===== config.mk =====
export PLATFORM = sky130hd
export DESIGN_NAME = mmso_core
export DESIGN_NICKNAME = d
export VERILOG_FILES = /design/src/rtl/mmso_pkg.sv /design/src/rtl/mmso_core.sv
export VERILOG_INCLUDE_DIRS = /design/src /design/src/rtl
export SDC_FILE = /design/constraint.sdc
export NUM_CORES = 1
export LEC_CHECK = 0
export ABC_AREA = 0
export BUFFER_PORTS_ARGS = -buffer_cell sky130_fd_sc_hd__buf_2
export CORE_ASPECT_RATIO = 0.75
export CORE_MARGIN = 2
export CORE_UTILIZATION = 48
export CTS_BUF_LIST = sky130_fd_sc_hd__clkbuf_2 sky130_fd_sc_hd__clkbuf_4 sky130_fd_sc_hd__clkbuf_8
export DETAILED_ROUTE_END_ITERATION = 16
export PLACE_DENSITY_LB_ADDON = 0.05
export SETUP_SLACK_MARGIN = 0.5
export SYNTH_ARGS = -nofsm -noshare
export SYNTH_HDL_FRONTEND = slang
export SYNTH_SLANG_ARGS = --single-unit

===== constraint.sdc =====
create_clock -name I_SYS_CLK -period 4.7 [get_ports I_SYS_CLK]
set_clock_uncertainty 0.15 [all_clocks]
set_input_delay 0.94 -clock I_SYS_CLK [delete_from_list [all_inputs] [get_ports I_SYS_CLK]]
set_output_delay 0.94 -clock I_SYS_CLK [all_outputs]
set_load 0.005 [all_outputs]

===== src/rtl/mmso_params.svh =====
`ifndef MMSO_PARAMS_SVH
`define MMSO_PARAMS_SVH
// ============================================================
// Opcode patterns
`define MMSO_OPC_LOADLIT   8'h0e
`define MMSO_OPC_MULLIT    8'h0d
`define MMSO_OPC_MULFILE   7'h01
`define MMSO_OPC_NEG       7'h36
`define MMSO_OPC_STORE     7'h37
`define MMSO_OPC_CALL      5'h1b
`define MMSO_OPC_NOPF      4'hf
`define MMSO_WORD_NOP      16'h0000
`define MMSO_WORD_PUSH     16'h0005
`define MMSO_WORD_POP      16'h0006
// ============================================================
// Operand fields
`define MMSO_BANKSEL_BIT   8
`define MMSO_IDX_LIMIT     8'h5f
`define MMSO_ACC_LO_BANK   6'h00
`define MMSO_ACC_HI_BANK   6'h3f
`define MMSO_PC_STEP       2
// ============================================================
// Register byte offsets
`define MMSO_REG_CTRL      12'h000
`define MMSO_REG_ACC       12'h004
`define MMSO_REG_BANK      12'h008
`define MMSO_REG_PROD      12'h00c
`define MMSO_REG_STATUS    12'h010
`define MMSO_REG_PC        12'h014
`define MMSO_REG_STKHEAD   12'h018
`define MMSO_REG_STKINFO   12'h01c
`define MMSO_REG_IDXBASE   12'h020
// ============================================================
// Field positions and reset values
`define MMSO_CTRL_EXT_BIT  0
`define MMSO_CTRL_RUN_BIT  1
`define MMSO_CTRL_RESET    2'h2
`define MMSO_ST_C_BIT      0
`define MMSO_ST_DC_BIT     1
`define MMSO_ST_Z_BIT      2
`define MMSO_ST_OV_BIT     3
`define MMSO_ST_N_BIT      4
`define MMSO_STK_OVF_BIT   8
`define MMSO_STK_UNF_BIT   9
`define MMSO_OVF_MIN       8'h80
`endif


===== src/rtl/mmso_pkg.sv =====
`default_nettype none
package mmso_pkg;
    // ============================================================
    // Quarter phases of one instruction cycle.
    typedef enum logic [1:0] {
        PH_Q1 = 2'b00,
        PH_Q2 = 2'b01,
        PH_Q3 = 2'b10,
        PH_Q4 = 2'b11
    } mmso_phase_t;

    // ============================================================
    // Decoded operations.
    typedef enum logic [3:0] {
        OP_IDLE    = 4'h0,
        OP_LOADLIT = 4'h1,
        OP_STORE   = 4'h2,
        OP_MULLIT  = 4'h3,
        OP_MULFILE = 4'h4,
        OP_NEG     = 4'h5,
        OP_POP     = 4'h6,
        OP_PUSH    = 4'h7,
        OP_CALL    = 4'h8,
        OP_UNSUP   = 4'h9
    } mmso_op_t;

    // ============================================================
    // Register bus and file port carriers.
    typedef struct packed {
        logic        psel;
        logic        penable;
        logic        pwrite;
        logic [11:0] paddr;
        logic [31:0] pwdata;
    } mmso_apb_req_t;

    typedef struct packed {
        logic        pready;
        logic [31:0] prdata;
        logic        pslverr;
    } mmso_apb_rsp_t;

    typedef struct packed {
        logic        re;
        logic        we;
        logic [13:0] addr;
        logic [7:0]  wdata;
    } mmso_file_req_t;
endpackage
`default_nettype wire


===== src/rtl/mmso_core.sv =====
// Added by the designer: the APB register port and the address map.
`include "mmso_params.svh"
`timescale 1ns/100ps
`default_nettype none
module mmso_core #(
    parameter int STACK_DEPTH = 31,
    parameter int PC_W        = 21
) (
    input  wire logic                  I_SYS_CLK,
    input  wire logic                  I_SRST,
    input  wire logic                  I_CE,
    input  wire mmso_pkg::mmso_apb_req_t I_APB,
    output mmso_pkg::mmso_apb_rsp_t    O_APB,
    input  wire logic                  I_INSTR_VALID,
    input  wire logic [15:0]           I_INSTR,
    output logic                       O_INSTR_READY,
    output logic [PC_W-1:0]            O_PC,
    output mmso_pkg::mmso_file_req_t   O_FILE,
    input  wire logic [7:0]            I_FILE_RDATA
);
    import mmso_pkg::*;

    localparam int SP_W = $clog2(STACK_DEPTH + 1);

    // ============================================================
    // Decode helpers
    function automatic mmso_op_t decode_op(input logic [15:0] w);
        mmso_op_t op;
        op = OP_UNSUP;
        if (w == `MMSO_WORD_NOP || w[15:12] == `MMSO_OPC_NOPF) begin
            op = OP_IDLE;
        end else if (w[15:8] == `MMSO_OPC_LOADLIT) begin
            op = OP_LOADLIT;
        end else if (w[15:8] == `MMSO_OPC_MULLIT) begin
            op = OP_MULLIT;
        end else if (w[15:9] == `MMSO_OPC_MULFILE) begin
            op = OP_MULFILE;
        end else if (w[15:9] == `MMSO_OPC_NEG) begin
            op = OP_NEG;
        end else if (w[15:9] == `MMSO_OPC_STORE) begin
            op = OP_STORE;
        end else if (w == `MMSO_WORD_POP) begin
            op = OP_POP;
        end else if (w == `MMSO_WORD_PUSH) begin
            op = OP_PUSH;
        end else if (w[15:11] == `MMSO_OPC_CALL) begin
            op = OP_CALL;
        end
        return op;
    endfunction

    // The operand address is formed once, at decode, so the file port
    // sees a stable address through the whole read and write.
    function automatic logic [13:0] file_addr(input logic [15:0] w,
                                              input logic [5:0]  bank,
                                              input logic        ext,
                                              input logic [13:0] base);
        logic [13:0] a;
        a = {bank, w[7:0]};
        if (!w[`MMSO_BANKSEL_BIT]) begin
            if (ext && w[7:0] <= `MMSO_IDX_LIMIT) begin
                a = base + {6'h00, w[7:0]};
            end else if (w[7:0] <= `MMSO_IDX_LIMIT) begin
                a = {`MMSO_ACC_LO_BANK, w[7:0]};
            end else begin
                a = {`MMSO_ACC_HI_BANK, w[7:0]};
            end
        end
        return a;
    endfunction

    // ============================================================
    // State
    mmso_phase_t        ph_q;
    mmso_op_t           op_q;
    logic [15:0]        instr_q;
    logic               word_q;
    logic [7:0]         acc_q;
    logic [5:0]         bank_q;
    logic [13:0]        base_q;
    logic [15:0]        prod_q;
    logic [4:0]         flags_q;
    logic [7:0]         opnd_q;
    logic               ext_q;
    logic               run_q;
    logic [PC_W-1:0]    stk_q [STACK_DEPTH];
    logic [SP_W-1:0]    sp_q;
    logic               ovf_q;
    logic               unf_q;

    logic               step;
    logic               take;
    logic               commit;
    logic               apb_wr;
    logic               apb_acc;
    logic [PC_W-1:0]    pc_next;
    logic [PC_W-1:0]    call_tgt;
    logic [PC_W-1:0]    head;
    logic               full;
    logic               empty;
    logic               push_ok;
    logic               pop_ok;
    logic [7:0]         neg_res;
    logic [31:0]        rd_data;
    logic               rd_ok;
    logic               ovf_clr;
    logic               unf_clr;

    assign step    = I_CE && run_q;
    assign take    = step && ph_q == PH_Q1 && O_INSTR_READY && I_INSTR_VALID;
    assign commit  = step && ph_q == PH_Q4;
    assign apb_acc = I_APB.psel && I_APB.penable && O_APB.pready;
    assign apb_wr  = I_CE && apb_acc && I_APB.pwrite && rd_ok;
    assign pc_next = O_PC + PC_W'(`MMSO_PC_STEP);
    assign call_tgt = pc_next + {{(PC_W-12){instr_q[10]}},
                                 instr_q[10:0], 1'b0};
    assign full    = sp_q == SP_W'(STACK_DEPTH);
    assign empty   = sp_q == '0;
    assign head    = empty ? '0 : stk_q[sp_q - 1'b1];
    assign push_ok = commit && (op_q == OP_PUSH || op_q == OP_CALL) && !full;
    assign pop_ok  = commit && op_q == OP_POP && !empty;
    assign neg_res = 8'(~opnd_q + 8'h01);
    assign ovf_clr = apb_wr && I_APB.paddr == `MMSO_REG_STKINFO
                     && I_APB.pwdata[`MMSO_STK_OVF_BIT];
    assign unf_clr = apb_wr && I_APB.paddr == `MMSO_REG_STKINFO
                     && I_APB.pwdata[`MMSO_STK_UNF_BIT];

    // ============================================================
    // Quarter phase sequencing
    always_ff @(posedge I_SYS_CLK) begin
        if (I_SRST) begin
            ph_q <= PH_Q1;
        end else if (step) begin
            case (ph_q)
                PH_Q1:   ph_q <= PH_Q2;
                PH_Q2:   ph_q <= PH_Q3;
                PH_Q3:   ph_q <= PH_Q4;
                PH_Q4:   ph_q <= PH_Q1;
                default: ph_q <= PH_Q1;
            endcase
        end
    end

    // A word is only taken in Q1; the cycle after a call takes none.
    always_ff @(posedge I_SYS_CLK) begin
        if (I_SRST) begin
            instr_q       <= `MMSO_WORD_NOP;
            op_q          <= OP_IDLE;
            word_q        <= 1'b0;
            O_INSTR_READY <= 1'b1;
        end else if (step) begin
            if (ph_q == PH_Q1) begin
                instr_q       <= take ? I_INSTR : `MMSO_WORD_NOP;
                op_q          <= take ? decode_op(I_INSTR) : OP_IDLE;
                word_q        <= take;
                O_INSTR_READY <= 1'b0;
            end
            if (ph_q == PH_Q4) begin
                O_INSTR_READY <= op_q != OP_CALL;
            end
        end
    end

    // ============================================================
    // File register port
    always_ff @(posedge I_SYS_CLK) begin
        if (I_SRST) begin
            O_FILE <= '0;
        end else if (step) begin
            case (ph_q)
                PH_Q1: begin
                    O_FILE.addr <= file_addr(I_INSTR, bank_q, ext_q, base_q);
                    O_FILE.re   <= take && (decode_op(I_INSTR) == OP_MULFILE
                                   || decode_op(I_INSTR) == OP_NEG);
                end
                PH_Q2: O_FILE.re <= 1'b0;
                PH_Q3: begin
                    O_FILE.we    <= op_q == OP_STORE || op_q == OP_NEG;
                    O_FILE.wdata <= op_q == OP_NEG ? 8'(~I_FILE_RDATA + 8'h01)
                                    : acc_q;
                end
                PH_Q4:   O_FILE.we <= 1'b0;
                default: O_FILE.we <= 1'b0;
            endcase
        end
    end

    // Read data is sampled at the end of Q3, a cycle after the strobe.
    always_ff @(posedge I_SYS_CLK) begin
        if (I_SRST) begin
            opnd_q <= 8'h00;
        end else if (step && ph_q == PH_Q3) begin
            opnd_q <= I_FILE_RDATA;
        end
    end

    // ============================================================
    // Accumulator, product and flags
    always_ff @(posedge I_SYS_CLK) begin
        if (I_SRST) begin
            acc_q <= 8'h00;
        end else if (commit && op_q == OP_LOADLIT) begin
            acc_q <= instr_q[7:0];
        end else if (apb_wr && I_APB.paddr == `MMSO_REG_ACC) begin
            acc_q <= I_APB.pwdata[7:0];
        end
    end

    always_ff @(posedge I_SYS_CLK) begin
        if (I_SRST) begin
            prod_q <= 16'h0000;
        end else if (commit && op_q == OP_MULLIT) begin
            prod_q <= 16'(acc_q) * 16'(instr_q[7:0]);
        end else if (commit && op_q == OP_MULFILE) begin
            prod_q <= 16'(acc_q) * 16'(opnd_q);
        end
    end

    // Only negate reaches the flags; multiplies never do.
    always_ff @(posedge I_SYS_CLK) begin
        if (I_SRST) begin
            flags_q <= 5'h00;
        end else if (commit && op_q == OP_NEG) begin
            flags_q[`MMSO_ST_N_BIT]  <= neg_res[7];
            flags_q[`MMSO_ST_Z_BIT]  <= neg_res == 8'h00;
            flags_q[`MMSO_ST_C_BIT]  <= opnd_q == 8'h00;
            flags_q[`MMSO_ST_DC_BIT] <= opnd_q[3:0] == 4'h0;
            flags_q[`MMSO_ST_OV_BIT] <= opnd_q == `MMSO_OVF_MIN;
        end
    end

    // ============================================================
    // Program counter
    always_ff @(posedge I_SYS_CLK) begin
        if (I_SRST) begin
            O_PC <= '0;
        end else if (commit && op_q == OP_CALL) begin
            O_PC <= call_tgt;
        end else if (commit && word_q) begin
            // Any taken word steps, the idle encodings too; a cycle with
            // no word taken leaves the counter free for a bus write.
            O_PC <= pc_next;
        end else if (apb_wr && I_APB.paddr == `MMSO_REG_PC) begin
            O_PC <= {I_APB.pwdata[PC_W-1:1], 1'b0};
        end
    end

    // ============================================================
    // Return stack
    // A full stack drops the push and an empty one ignores the pop;
    // each sets a sticky flag so software can see the lost entry.
    always_ff @(posedge I_SYS_CLK) begin
        if (push_ok) begin
            stk_q[sp_q] <= pc_next;
        end
    end

    always_ff @(posedge I_SYS_CLK) begin
        if (I_SRST) begin
            sp_q <= '0;
        end else if (push_ok) begin
            sp_q <= sp_q + 1'b1;
        end else if (pop_ok) begin
            sp_q <= sp_q - 1'b1;
        end
    end

    always_ff @(posedge I_SYS_CLK) begin
        if (I_SRST) begin
            ovf_q <= 1'b0;
            unf_q <= 1'b0;
        end else begin
            if (commit && (op_q == OP_PUSH || op_q == OP_CALL) && full) begin
                ovf_q <= 1'b1;
            end else if (ovf_clr) begin
                ovf_q <= 1'b0;
            end
            if (commit && op_q == OP_POP && empty) begin
                unf_q <= 1'b1;
            end else if (unf_clr) begin
                unf_q <= 1'b0;
            end
        end
    end

    // ============================================================
    // Control registers
    always_ff @(posedge I_SYS_CLK) begin
        if (I_SRST) begin
            {run_q, ext_q} <= `MMSO_CTRL_RESET;
            bank_q         <= 6'h00;
            base_q         <= 14'h0000;
        end else if (apb_wr) begin
            if (I_APB.paddr == `MMSO_REG_CTRL) begin
                ext_q <= I_APB.pwdata[`MMSO_CTRL_EXT_BIT];
                run_q <= I_APB.pwdata[`MMSO_CTRL_RUN_BIT];
            end
            if (I_APB.paddr == `MMSO_REG_BANK) begin
                bank_q <= I_APB.pwdata[5:0];
            end
            if (I_APB.paddr == `MMSO_REG_IDXBASE) begin
                base_q <= I_APB.pwdata[13:0];
            end
        end
    end

    // ============================================================
    // Register bus
    always_comb begin
        rd_ok   = 1'b1;
        rd_data = 32'h0000_0000;
        case (I_APB.paddr)
            `MMSO_REG_CTRL:    rd_data = {30'h0, run_q, ext_q};
            `MMSO_REG_ACC:     rd_data = {24'h0, acc_q};
            `MMSO_REG_BANK:    rd_data = {26'h0, bank_q};
            `MMSO_REG_PROD:    rd_data = {16'h0, prod_q};
            `MMSO_REG_STATUS:  rd_data = {27'h0, flags_q};
            `MMSO_REG_PC:      rd_data = 32'(O_PC);
            `MMSO_REG_STKHEAD: rd_data = 32'(head);
            `MMSO_REG_STKINFO: rd_data = {22'h0, unf_q, ovf_q, 8'(sp_q)};
            `MMSO_REG_IDXBASE: rd_data = {18'h0, base_q};
            default:           rd_ok   = 1'b0;
        endcase
    end

    // Ready comes one cycle into the access phase, so data is registered.
    always_ff @(posedge I_SYS_CLK) begin
        if (I_SRST) begin
            O_APB <= '0;
        end else if (I_CE) begin
            O_APB.pready <= I_APB.psel && I_APB.penable && !O_APB.pready;
            if (I_APB.psel && I_APB.penable && !O_APB.pready) begin
                O_APB.prdata  <= I_APB.pwrite ? 32'h0 : rd_data;
                O_APB.pslverr <= !rd_ok;
            end else begin
                O_APB.prdata  <= 32'h0;
                O_APB.pslverr <= 1'b0;
            end
        end
    end
endmodule
`default_nettype wire


======== Word-level counts from Yosys, hierarchy flattened ========
Memory sizes are Yosys's and may differ from the RTL's.
Cells that the tools add are included.
cells by class
  add/sub/neg operators ................... 7
  multipliers ............................. 2
  eq/ne operators ......................... 33
  mux-type cells .......................... 43
  order comparisons ....................... 1
  bitwise gates (word level) .............. 2
  reductions and logical operators ........ 64
operators with widths
  kind                                            count
  one-hot mux 21 bit (9 select lines)             1
  2-to-1 mux 21 bit                               4
  == test 12 x 5 -> 1 bit, second input constant  4
  2-to-1 mux 4 bit                                12
  2-to-1 mux 14 bit                               3
  2-to-1 mux 33 bit                               1
  == test 16 x 3 -> 1 bit, second input constant  2
  multiplier 8 x 8 -> 16 bit                      2
  2-to-1 mux 16 bit                               2
  2-to-1 mux 32 bit                               1
  logical AND 1 bit                               31
  == test 12 x 4 -> 1 bit, second input constant  2
  == test 4 x 3 -> 1 bit, second input constant   6
  2-to-1 mux 8 bit                                3
  adder 21 x 2 -> 21 bit, second input constant   1
  adder 21 bit                                    1
  adder 8 x 1 -> 8 bit, second input constant     2
  == test 8 x 4 -> 1 bit, second input constant   2
  logical NOT 16 bit                              1
  logical NOT 8 bit                               2
  NOT 8 bit                                       2
  AND reduction 2 bit                             8
  nonzero test 2 bit                              8
  adder 14 x 8 -> 14 bit                          1
  28 further kinds                                50
storage, ports and cells
  memories ................................ 1
  bits in registers ....................... 164
  output and inout bits ................... 80
  bits of input ports ..................... 75
  word-level logic and storage cells ...... 177
  RAM bits ................................ 651
memory list
  name   depth  bits a word  read ports  clocked after Yosys merged registers in  write ports  RTL line         source
  stk_q  31     21           1           0                                        1            mmso_core.sv:86  logic [PC_W-1:0] stk_q [STACK_DEPTH];

======== Depth between registers and ports, before layout ========
Gate-level depths: netlist of run 1.
  depth in word-level cells ............... 17
  gate-level depth with buffers ........... 20

======== Worst setup path after synthesis of run 1 ========
Ideal clock, no wire load.
  path kind ............................... register to register
  start ................................... register acc_q[5]
  end ..................................... register prod_q[14]
  cell stages (with the launch flop) ...... 18
  path slack .............................. -0.106 ns
  period minus slack after synthesis ...... 4.806 ns
  data required time ...................... 4.455 ns
  path buffers ............................ 2
  data arrival time ....................... 4.560 ns
  cell sequence ........................... dfxtp_1 clkbuf_1 clkbuf_1 nand2_1 fa_1 fa_1 inv_1 fa_1 inv_1 fa_1 inv_1 ha_1 or4_1 o221a_2 nor2_1 mux2i_1 xnor2_1 a221oi_1
between the ends
  word-level cells in the longest chain between the ends .. 3
  elaborated cells between the ends (all ways) .. 4
  classes of those cells .................. mul: 2; mux: 2
ends and longest elaborated chain
  item                        RTL line          source
  start, declared             mmso_core.sv:78   logic [7:0] acc_q;
  start signal, assigned      mmso_core.sv:203  acc_q <= instr_q[7:0];
  start signal, assigned      mmso_core.sv:205  acc_q <= I_APB.pwdata[7:0];
  multiplier 8 x 8 -> 16 bit  mmso_core.sv:215  prod_q <= 16'(acc_q) * 16'(opnd_q);
  2-to-1 mux 16 bit           mmso_core.sv:214  end else if (commit && op_q == OP_MULFILE) begin
  2-to-1 mux 16 bit *         mmso_core.sv:212  end else if (commit && op_q == OP_MULLIT) begin
  end signal, assigned        mmso_core.sv:213  prod_q <= 16'(acc_q) * 16'(instr_q[7:0]);
  end signal, assigned        mmso_core.sv:215
  end, declared               mmso_core.sv:81   logic [15:0] prod_q;
Mark *: on every way between the ends. The rest lies on a longest branch, timed or not. The select of a mux whose other input is x is not followed.
A chain may end at the register's enable or synchronous reset.

======== Final worst setup path of run 1 ========
  start ................................... register acc_q[3]
  end ..................................... register prod_q[14]
The elaborated chain is that of the path after synthesis.

==> report_table.html, run 1 <==
<table>
<tr><th>Metric</th><th>Value</th></tr>
<tr><th colspan="2">Logic synthesis</th></tr>
<tr><td>Synthesized area per cell</td><td>around 14 um^2</td></tr>
<tr><td>Post-synth design cell area</td><td>~37000 um^2</td></tr>
<tr><td>Synthesized instance count</td><td>2703</td></tr>
<tr><td>Count of distinct cell types in the synthesized netlist</td><td>79</td></tr>
<tr><td>Number of warnings issued by yosys</td><td>0</td></tr>
<tr><td>Fraction of the yosys area taken by sequential cells</td><td>58.3%</td></tr>
<tr><td>Top flip-flop cell by instance count after synthesis</td><td>sky130_fd_sc_hd__edfxtp_1</td></tr>
<tr><td>Synthesis-stage register bit count</td><td>772</td></tr>
<tr><td>Share of synthesized registers carrying an async set or reset</td><td>0%</td></tr>
<tr><td>Number of enable flip-flop cells after synthesis</td><td>620</td></tr>
<tr><th colspan="2">Pwr</th></tr>
<tr><td>Clock Power Share</td><td>roughly 42%</td></tr>
<tr><td>Leak</td><td>0.0158 uW</td></tr>
<tr><td>Power density over cell area</td><td>311 nW/um^2</td></tr>
<tr><td>Power dissipated by switching net loads</td><td>2970 uW</td></tr>
<tr><td>Share of power burned in combinational logic</td><td>2.6%</td></tr>
<tr><td>Maximum vdd drop</td><td>0.305 mV</td></tr>
<tr><td>Internal power component</td><td>10300 uW</td></tr>
<tr><td>Proportion of total power due to net switching</td><td>22.3%</td></tr>
<tr><td>Seq pwr share</td><td>55.1%</td></tr>
<tr><th colspan="2">Setup path</th></tr>
<tr><td>Number of cells on the worst reg-to-reg path</td><td>16</td></tr>
<tr><td>Endpoint required time on the critical path</td><td>roughly 5.2 ns</td></tr>
<tr><td>RR Startpoint</td><td>acc_q[3]</td></tr>
<tr><td>Timing startpoint of the critical path</td><td>acc_q[3]</td></tr>
<tr><td>Crit path max fanout</td><td>7</td></tr>
<tr><td>CP Capture Type</td><td>flop</td></tr>
<tr><td>Worst endpoint data arrival time</td><td>5.02 ns</td></tr>
<tr><td>Buf+Inv Stages, Crit Path</td><td>3</td></tr>
<tr><td>Largest stage delay on the critical path</td><td>approximately 0.53 ns</td></tr>
<tr><td>Ordered cell list for the critical path</td><td>buf_6, and2_1, fa_2, fa_2, fa_1, inv_1, fa_1, inv_2, ha_4, o21a_1, o21a_1, o221a_4, nor2_4, mux2i_1, xnor2_1, a221oi_2</td></tr>
<tr><td>Critical Path Start Type</td><td>flop</td></tr>
<tr><td>Family with the most delay on the worst path</td><td>adder cells</td></tr>
<tr><td>Number of cells on the critical path</td><td>16</td></tr>
<tr><td>Worst-path cell with the longest stage delay</td><td>sky130_fd_sc_hd__fa_2</td></tr>
<tr><td>Crit Path Category</td><td>flop to flop</td></tr>
<tr><th colspan="2">Hold path</th></tr>
<tr><td>WHS Path Cells</td><td>3</td></tr>
<tr><td>Min-delay src</td><td>I_APB[11]</td></tr>
<tr><td>Class of the worst hold path</td><td>primary input to flop</td></tr>
<tr><th colspan="2">Floorplanning</th></tr>
<tr><td>Die W</td><td>325 um</td></tr>
<tr><td>Overall die area</td><td>between 70000 and 80000 um^2</td></tr>
<tr><td>Boundary pin count</td><td>approximately 160</td></tr>
<tr><td>Starting utilization of the core area</td><td>48.4%</td></tr>
<tr><td>Core area</td><td>76700 um^2</td></tr>
<tr><td>Chip Height</td><td>approximately 240 um</td></tr>
<tr><td>Rows</td><td>just under 90</td></tr>
<tr><th colspan="2">STA</th></tr>
<tr><td>Max Slew Vio Count</td><td>0</td></tr>
<tr><td>Setup tns final</td><td>0 ns</td></tr>
<tr><td>Number of endpoints failing setup at the final stage</td><td>0</td></tr>
<tr><td>Share of the cycle needed by the critical path after routing</td><td>95.8%</td></tr>
<tr><td>Max-Slew Margin vs Limit</td><td>roughly 33%</td></tr>
<tr><td>Final setup slack of the worst path</td><td>0.195 ns</td></tr>
<tr><td>RSZ-0062 raised after global routing</td><td>true</td></tr>
<tr><td>Tmin final</td><td>roughly 4.5 ns</td></tr>
<tr><td>Worst Tran Pin Value</td><td>roughly 1.0 ns</td></tr>
<tr><td>Worst hold slack</td><td>0.276 ns</td></tr>
<tr><td>Final Hold Vio Count</td><td>0</td></tr>
<tr><td>Maximum clock frequency</td><td>roughly 0.22 GHz</td></tr>
<tr><th colspan="2">Detailed routing</th></tr>
<tr><td>Number of antenna-violating nets in the routed design</td><td>0</td></tr>
<tr><td>DRC violation total after the first TritonRoute iteration</td><td>between 2000 and 3000</td></tr>
<tr><td>1st-pass router iterations</td><td>7</td></tr>
<tr><td>Remaining DRCs</td><td>0</td></tr>
<tr><td>WL final</td><td>113000 um</td></tr>
<tr><td>Overall via count from detail_route</td><td>24700</td></tr>
<tr><td>Routed length per instance</td><td>27.6 um</td></tr>
<tr><td>Detailed-route vias per instance</td><td>6.01</td></tr>
<tr><th colspan="2">Placed design</th></tr>
<tr><td>Number of placed cells counting well taps</td><td>3888</td></tr>
<tr><td>Pre-CTS setup slack</td><td>-0.0500 ns</td></tr>
<tr><td>Post-DP Area</td><td>around 40000 um^2</td></tr>
<tr><td>HPWL reported at the end of detailed placement</td><td>78800 um</td></tr>
<tr><td>Final weighted congestion of routability-driven global placement</td><td>between 0.9 and 1</td></tr>
<tr><td>I/O Buffers</td><td>131</td></tr>
<tr><th colspan="2">Finish</th></tr>
<tr><td>Growth of design area from synthesis to finish</td><td>15.2%</td></tr>
<tr><td>Number of cells in the finished layout apart from fillers</td><td>4114</td></tr>
<tr><td>Leading cell type in the layout, fill and taps excluded</td><td>sky130_fd_sc_hd__edfxtp_1</td></tr>
<tr><td>Leading cell types in the layout, fill and taps excluded</td><td>sky130_fd_sc_hd__edfxtp_1, sky130_fd_sc_hd__nand2_1, sky130_fd_sc_hd__mux4_2, sky130_fd_sc_hd__buf_4, sky130_fd_sc_hd__nor2_1</td></tr>
<tr><td>Cell area after layout</td><td>42800 um^2</td></tr>
<tr><td>Final #Nets</td><td>~3200</td></tr>
<tr><td>Share of cells above drive strength 1</td><td>26.7%</td></tr>
<tr><th colspan="2">Clocking</th></tr>
<tr><td>Deepest level of the CTS H-tree</td><td>3</td></tr>
<tr><td>Clock-pin slew on the worst setup and hold paths</td><td>0.06 ns</td></tr>
<tr><td>Cell at the root of the clock tree</td><td>sky130_fd_sc_hd__clkbuf_8</td></tr>
<tr><td>Clock net sink count</td><td>772</td></tr>
<tr><td>Clock insertion delay at the later pin of the skew report</td><td>0.80 ns</td></tr>
<tr><td>Number of buffers added by the clock tree synthesis step</td><td>119</td></tr>
<tr><td>Maximum count of clock buffers along a single path</td><td>3</td></tr>
<tr><td>Cts-stage hold buffer count</td><td>0</td></tr>
<tr><td>Clock tree from TritonCTS</td><td>done</td></tr>
<tr><th colspan="2">GRT</th></tr>
<tr><td>Global route total overflow</td><td>0</td></tr>
<tr><td>Number of antenna violations at the first check in global routing</td><td>4</td></tr>
<tr><td>Pin count of the biggest net entering global routing</td><td>~130</td></tr>
<tr><td>GRT Overall Usage</td><td>~28%</td></tr>
<tr><td>Vias in the first global route</td><td>24100</td></tr>
<tr><td>Global-route track usage on met1</td><td>between 40% and 50%</td></tr>
<tr><td>GRT met2 Usage</td><td>37.7%</td></tr>
<tr><td>Global-route wire length before repair</td><td>164000 um</td></tr>
<tr><td>GR met3 Demand/Resource</td><td>8.05%</td></tr>
<tr><td>Most Crowded Layer GR</td><td>met1</td></tr>
<tr><th colspan="2">Job</th></tr>
<tr><td>Max-cap violations</td><td>0</td></tr>
<tr><th colspan="2">Outcome</th></tr>
<tr><td>Result of the run</td><td>finished, final reports clean</td></tr>
</table>
## synth_stat cells, drive strengths merged (19+ instances only)
| cell type | number | area share, % |
|---|---|---|
| nor2b | 22 | 0.37 |
| ha | 111 | 3.7 |
| mux4 | 165 | 10 |
| xor2 | 26 | 0.63 |
| a21oi | 124 | 1.7 |
| clkbuf | 99 | 1.0 |
| and2 | 109 | 1.8 |
| nor3 | 40 | 0.57 |
| a22oi | 24 | 0.48 |
| a211oi | 67 | 1.4 |
| edfxtp | 620 | 50 |
| nand2 | 233 | 2.4 |
| buf | 56 | 0.95 |
| nor2 | 189 | 1.9 |
| fa | 74 | 4.0 |
| xnor2 | 45 | 1.1 |
| a21o | 19 | 0.38 |
| inv | 113 | 1.1 |
| nand3 | 52 | 0.70 |
| dfxtp | 152 | 8.2 |
| o21ai | 78 | 1.1 |
| mux2i | 54 | 1.5 |
## sequential cells by signal (all words and copies together), names as in the netlist
register	count
stk_q	620
O_FILE	24
O_APB	23
O_PC	20
prod_q	16
base_q	14
instr_q	11
acc_q	8
opnd_q	8
bank_q	6
flags_q	5
sp_q	5
op_q	4
ph_q	2
O_INSTR_READY	1
ext_q	1
ovf_q	1
run_q	1
unf_q	1
word_q	1
## logic make-up after synthesis
kind of cell	synth area share, %
fa+ha+maj	7.72
buf+inv	3.10
compound gates	7.83
other cells	0.0101
xor+xnor	1.69
simple gates	9.60
flops	58.3
mux	11.8
## area by class of cell
type,count,area (um^2)
Tap cell,1035,1290
Timing Repair Buffer,309,2110
Clock inverter,38,262
Clock buffer,171,2060
Multi-Input combinational cell,1673,14900
Inverter,114,428
Antenna cell,2,5.00
Sequential cell,772,21700
Fill cell,6352,33900
## metal layers
layer	vias to the layer above	wire length, um	part of all wire, %
met5	-	11	0.0097
met4	2	2360	2.1
met3	162	11400	10
met2	1061	45500	40
met1	12700	54100	48
li1	10800	-	-
## repair_timing
action,in CTS,in global routing
endpoints found under the setup margin,10,14
resized for setup,57,27
cloned,0,0
setup buffers,12,3
pin swaps,42,17
## worst min-delay path, cell delays in order
cell and delay, ns:
sky130_fd_sc_hd__buf_2 0.12, sky130_fd_sc_hd__nand2_1 0.06, sky130_fd_sc_hd__a21oi_1 0.05
## per-stage QoR
stage / utilization (%) / total power, uW
after floorplan: - / 7650
after global placement: 52.3 / 7820
after detailed placement: 52.3 / 7820
after CTS: 55.6 / 13400
after global routing: 55.8 / 13700
final: 55.8 / 13300
## power groups by stage
stage,clock network (uW),registers [uW],logic [uW]
detailed placement,0,7480,340
global route,6020,7330,372
finish,5620,7330,351
floorplan,0,7470,179
CTS,5750,7330,342
global placement,0,7480,335
## final timing paths
path,end,slack (ns)
max reg2reg,prod_q[14],0.20
min reg2reg,O_FILE[9],0.32
min,base_q[11],0.28
max,prod_q[14],0.20
Note: power is estimated with default switching activity, not from simulation.
==> run 2: changes to the inputs <==
--- a/config.mk
+++ b/config.mk
@@ -7,6 +7,7 @@
 export NUM_CORES = 1
 export LEC_CHECK = 0
 export ABC_AREA = 0
+export ABC_CLOCK_PERIOD_IN_PS = 4700
 export BUFFER_PORTS_ARGS = -buffer_cell sky130_fd_sc_hd__buf_2
 export CORE_ASPECT_RATIO = 0.75
 export CORE_MARGIN = 2
@@ -14,7 +15,9 @@
 export CTS_BUF_LIST = sky130_fd_sc_hd__clkbuf_2 sky130_fd_sc_hd__clkbuf_4 sky130_fd_sc_hd__clkbuf_8
 export DETAILED_ROUTE_END_ITERATION = 16
 export PLACE_DENSITY_LB_ADDON = 0.05
+export REMOVE_ABC_BUFFERS = 1
 export SETUP_SLACK_MARGIN = 0.5
 export SYNTH_ARGS = -nofsm -noshare
 export SYNTH_HDL_FRONTEND = slang
 export SYNTH_SLANG_ARGS = --single-unit
+export TNS_END_PERCENT = 30
==> report_table.html, run 2 (synthesis results as in run 1) <==
<table>
<tr><th>Metric</th><th>Value</th></tr>
<tr><th colspan="2">Outcome</th></tr>
<tr><td>Result of the run</td><td>finished, final reports clean</td></tr>
<tr><th colspan="2">GRT</th></tr>
<tr><td>Vias in the first global route</td><td>around 24000</td></tr>
<tr><td>Pin count of the biggest net entering global routing</td><td>93</td></tr>
<tr><td>Global route total overflow</td><td>0</td></tr>
<tr><td>GRT Overall Usage</td><td>26.9%</td></tr>
<tr><td>Global-route wire length before repair</td><td>about 160000 um</td></tr>
<tr><td>Number of antenna violations at the first check in global routing</td><td>6</td></tr>
<tr><th colspan="2">Setup path</th></tr>
<tr><td>Register-to-register setup slack</td><td>0.13 ns</td></tr>
<tr><td>Endpoint required time on the critical path</td><td>between 5 and 6 ns</td></tr>
<tr><td>RR Startpoint</td><td>acc_q[3]</td></tr>
<tr><td>Crit Path Category</td><td>flop to flop</td></tr>
<tr><td>CP Capture Type</td><td>flop</td></tr>
<tr><td>Number of cells on the worst reg-to-reg path</td><td>17</td></tr>
<tr><td>Worst endpoint data arrival time</td><td>5.09 ns</td></tr>
<tr><td>Critical R2R Capture</td><td>prod_q[13]</td></tr>
<tr><td>Critical Path Start Type</td><td>flop</td></tr>
<tr><td>Crit path max fanout</td><td>10</td></tr>
<tr><th colspan="2">Clocking</th></tr>
<tr><td>Deepest level of the CTS H-tree</td><td>3</td></tr>
<tr><td>Maximum count of clock buffers along a single path</td><td>3</td></tr>
<tr><td>Cts-stage hold buffer count</td><td>0</td></tr>
<tr><td>Number of buffers added by the clock tree synthesis step</td><td>118</td></tr>
<tr><td>Clock net sink count</td><td>772</td></tr>
<tr><td>Clock insertion delay at the later pin of the skew report</td><td>0.77 ns</td></tr>
<tr><td>Clock tree from TritonCTS</td><td>done</td></tr>
<tr><td>Clock-pin slew on the worst setup and hold paths</td><td>0.07 ns</td></tr>
<tr><td>Cell at the root of the clock tree</td><td>sky130_fd_sc_hd__clkbuf_8</td></tr>
<tr><th colspan="2">Finish</th></tr>
<tr><td>Leading cell types in the layout, fill and taps excluded</td><td>sky130_fd_sc_hd__edfxtp_1, sky130_fd_sc_hd__nand2_1, sky130_fd_sc_hd__mux4_2</td></tr>
<tr><td>Registers with the highest flip-flop counts</td><td>stk_q (620), O_FILE (24), O_APB (23)</td></tr>
<tr><td>Number of fill cells</td><td>6351</td></tr>
<tr><td>Cell area after layout</td><td>42700 um^2</td></tr>
<tr><td>Sequential standard cell area</td><td>around 22000 um^2</td></tr>
<tr><td>Multi-input logic area</td><td>14900 um^2</td></tr>
<tr><td>Number of flip-flops in the largest register</td><td>620</td></tr>
<tr><td>Register ranked first by flip-flop count</td><td>stk_q</td></tr>
<tr><td>Leading cell type in the layout, fill and taps excluded</td><td>sky130_fd_sc_hd__edfxtp_1</td></tr>
<tr><td>Growth of design area from synthesis to finish</td><td>14.8%</td></tr>
<tr><td>Final #Nets</td><td>3232</td></tr>
<tr><td>Share of cells above drive strength 1</td><td>25.8%</td></tr>
<tr><th colspan="2">Placed design</th></tr>
<tr><td>HPWL reported at the end of detailed placement</td><td>~73000 um</td></tr>
<tr><td>I/O Buffers</td><td>131</td></tr>
<tr><td>Final weighted congestion of routability-driven global placement</td><td>0.933</td></tr>
<tr><td>Post-DP Area</td><td>40000 um^2</td></tr>
<tr><th colspan="2">Floorplanning</th></tr>
<tr><td>Starting utilization of the core area</td><td>48.4%</td></tr>
<tr><td>Die W</td><td>325 um</td></tr>
<tr><td>Overall die area</td><td>79700 um^2</td></tr>
<tr><td>Core area</td><td>76700 um^2</td></tr>
<tr><td>Rows</td><td>about 90</td></tr>
<tr><td>Boundary pin count</td><td>155</td></tr>
<tr><td>Chip Height</td><td>between 200 and 250 um</td></tr>
<tr><th colspan="2">Hold path</th></tr>
<tr><td>Worst min-delay path endpoint</td><td>base_q[11]</td></tr>
<tr><td>Min-delay src</td><td>I_APB[11]</td></tr>
<tr><td>WHS Path Cells</td><td>3</td></tr>
<tr><td>Class of the worst hold path</td><td>primary input to flop</td></tr>
<tr><th colspan="2">STA</th></tr>
<tr><td>Final Hold Vio Count</td><td>0</td></tr>
<tr><td>Worst Tran Pin Value</td><td>1.26 ns</td></tr>
<tr><td>Max-Slew Margin vs Limit</td><td>14.6%</td></tr>
<tr><td>Number of endpoints failing setup at the final stage</td><td>0</td></tr>
<tr><td>Tmin final</td><td>4.57 ns</td></tr>
<tr><td>Worst hold slack</td><td>between 0.2 and 0.3 ns</td></tr>
<tr><td>Share of the cycle needed by the critical path after routing</td><td>97.2%</td></tr>
<tr><td>Maximum clock frequency</td><td>0.219 GHz</td></tr>
<tr><td>RSZ-0062 raised after global routing</td><td>true</td></tr>
<tr><td>Max Slew Vio Count</td><td>0</td></tr>
<tr><th colspan="2">Detailed routing</th></tr>
<tr><td>DRC violation total after the first TritonRoute iteration</td><td>approximately 2900</td></tr>
<tr><td>WL final</td><td>107000 um</td></tr>
<tr><td>Remaining DRCs</td><td>0</td></tr>
<tr><td>Detailed-route vias per instance</td><td>5.96</td></tr>
<tr><td>1st-pass router iterations</td><td>7</td></tr>
<tr><td>Number of antenna-violating nets in the routed design</td><td>0</td></tr>
<tr><td>Overall via count from detail_route</td><td>24500</td></tr>
<tr><td>Routed length per instance</td><td>about 26 um</td></tr>
<tr><th colspan="2">Job</th></tr>
<tr><td>Max-cap violations</td><td>0</td></tr>
<tr><th colspan="2">Pwr</th></tr>
<tr><td>Power density over cell area</td><td>314 nW/um^2</td></tr>
<tr><td>PnR Total Power</td><td>13400 uW</td></tr>
<tr><td>Leak</td><td>0.0158 uW</td></tr>
<tr><td>Maximum vdd drop</td><td>roughly 0.25 mV</td></tr>
</table>
-- run 2: cell types whose count changed in the layout (fill, tap and decap cells not counted), sizes merged --
| cell | previous run | this run |
|---|---|---|
| bufinv | 2 | 4 |
| clkinvlp | 2 | 3 |
| inv | 117 | 116 |
| buf | 309 | 293 |
| clkbuf | 171 | 168 |
| diode | 2 | 1 |
| clkinv | 31 | 41 |
-- run 2: what timing repair did --
action | 4_1_cts | 5_1_grt
pin swaps | 17 | 12
setup endpoints to repair | 10 | 16
setup buffers | 1 | 3
gates cloned | 0 | 0
gates resized for setup | 33 | 32
-- run 2: worst max path at each step --
stage | depth (start not counted) | endpoint | from | slack [ns]
2_1_floorplan | 10 | O_APB[21] | sp_q[0] | -8.44
3_3_place_gp | 16 | prod_q[12] | acc_q[2] | -0.06
3_5_place_dp | 17 | prod_q[13] | acc_q[2] | -0.08
4_1_cts | 18 | prod_q[11] | opnd_q[2] | 0.12
5_1_grt | 17 | prod_q[13] | acc_q[3] | 0.006
6_report | 17 | prod_q[13] | acc_q[3] | 0.13
-- run 2: metal layers --
layer,vias up,GRT usage (%),share of wire [%]
met2,1048,38.4,43
li1,10800,-,-
met1,12500,42.6,47
met5,-,0,0
met4,0,6.18,2.0
met3,146,4.88,8.7
-- run 2: worst max-delay path, cell delays in order (launching register included) --
cell	delay, ns
sky130_fd_sc_hd__dfxtp_2	0.34
sky130_fd_sc_hd__buf_12	0.14
sky130_fd_sc_hd__buf_4	0.13
sky130_fd_sc_hd__buf_6	0.13
sky130_fd_sc_hd__and2_1	0.14
sky130_fd_sc_hd__fa_1	0.46
sky130_fd_sc_hd__fa_1	0.49
sky130_fd_sc_hd__fa_1	0.49
sky130_fd_sc_hd__inv_1	0.05
sky130_fd_sc_hd__fa_1	0.48
sky130_fd_sc_hd__inv_1	0.05
sky130_fd_sc_hd__ha_1	0.28
sky130_fd_sc_hd__or3_1	0.32
sky130_fd_sc_hd__o21ai_2	0.08
sky130_fd_sc_hd__a21oi_2	0.07
sky130_fd_sc_hd__a41oi_2	0.25
sky130_fd_sc_hd__nand3_1	0.15
sky130_fd_sc_hd__a221oi_2	0.30
-- run 2: area by class of cell --
type                    count  share of cell area (%)
flip-flops and latches    772                    50.9
well taps                1035                    3.04
multi-input cells        1673                    34.8
clock inverters            50                   0.842
diodes                      1                 0.00587
inverters                 114                    1.00
repair buffers            293                    4.66
clock buffers             168                    4.77
-- run 2: power by group --
part           leakage [uW]  internal (uW)  total [uW]  switching, uW
Sequential          0.00722           7310        7340           29.1
Clock               0.00128           3020        5700           2680
Combinational       0.00734            115         344            229
Total                0.0158          10400       13400           2940
-- run 2: per-stage QoR --
step	worst slack, ns	cells	utilization, %	TNS [ns]
2_1_floorplan	-8.44	2559	-	-2691.33
3_3_place_gp	-0.0616	3883	52.1	-0.166
3_5_place_dp	-0.0833	3883	52.1	-0.209
4_1_cts	0.122	4102	55.4	0
5_1_grt	0.00639	4106	55.6	0
6_report	0.130	4106	55.6	0
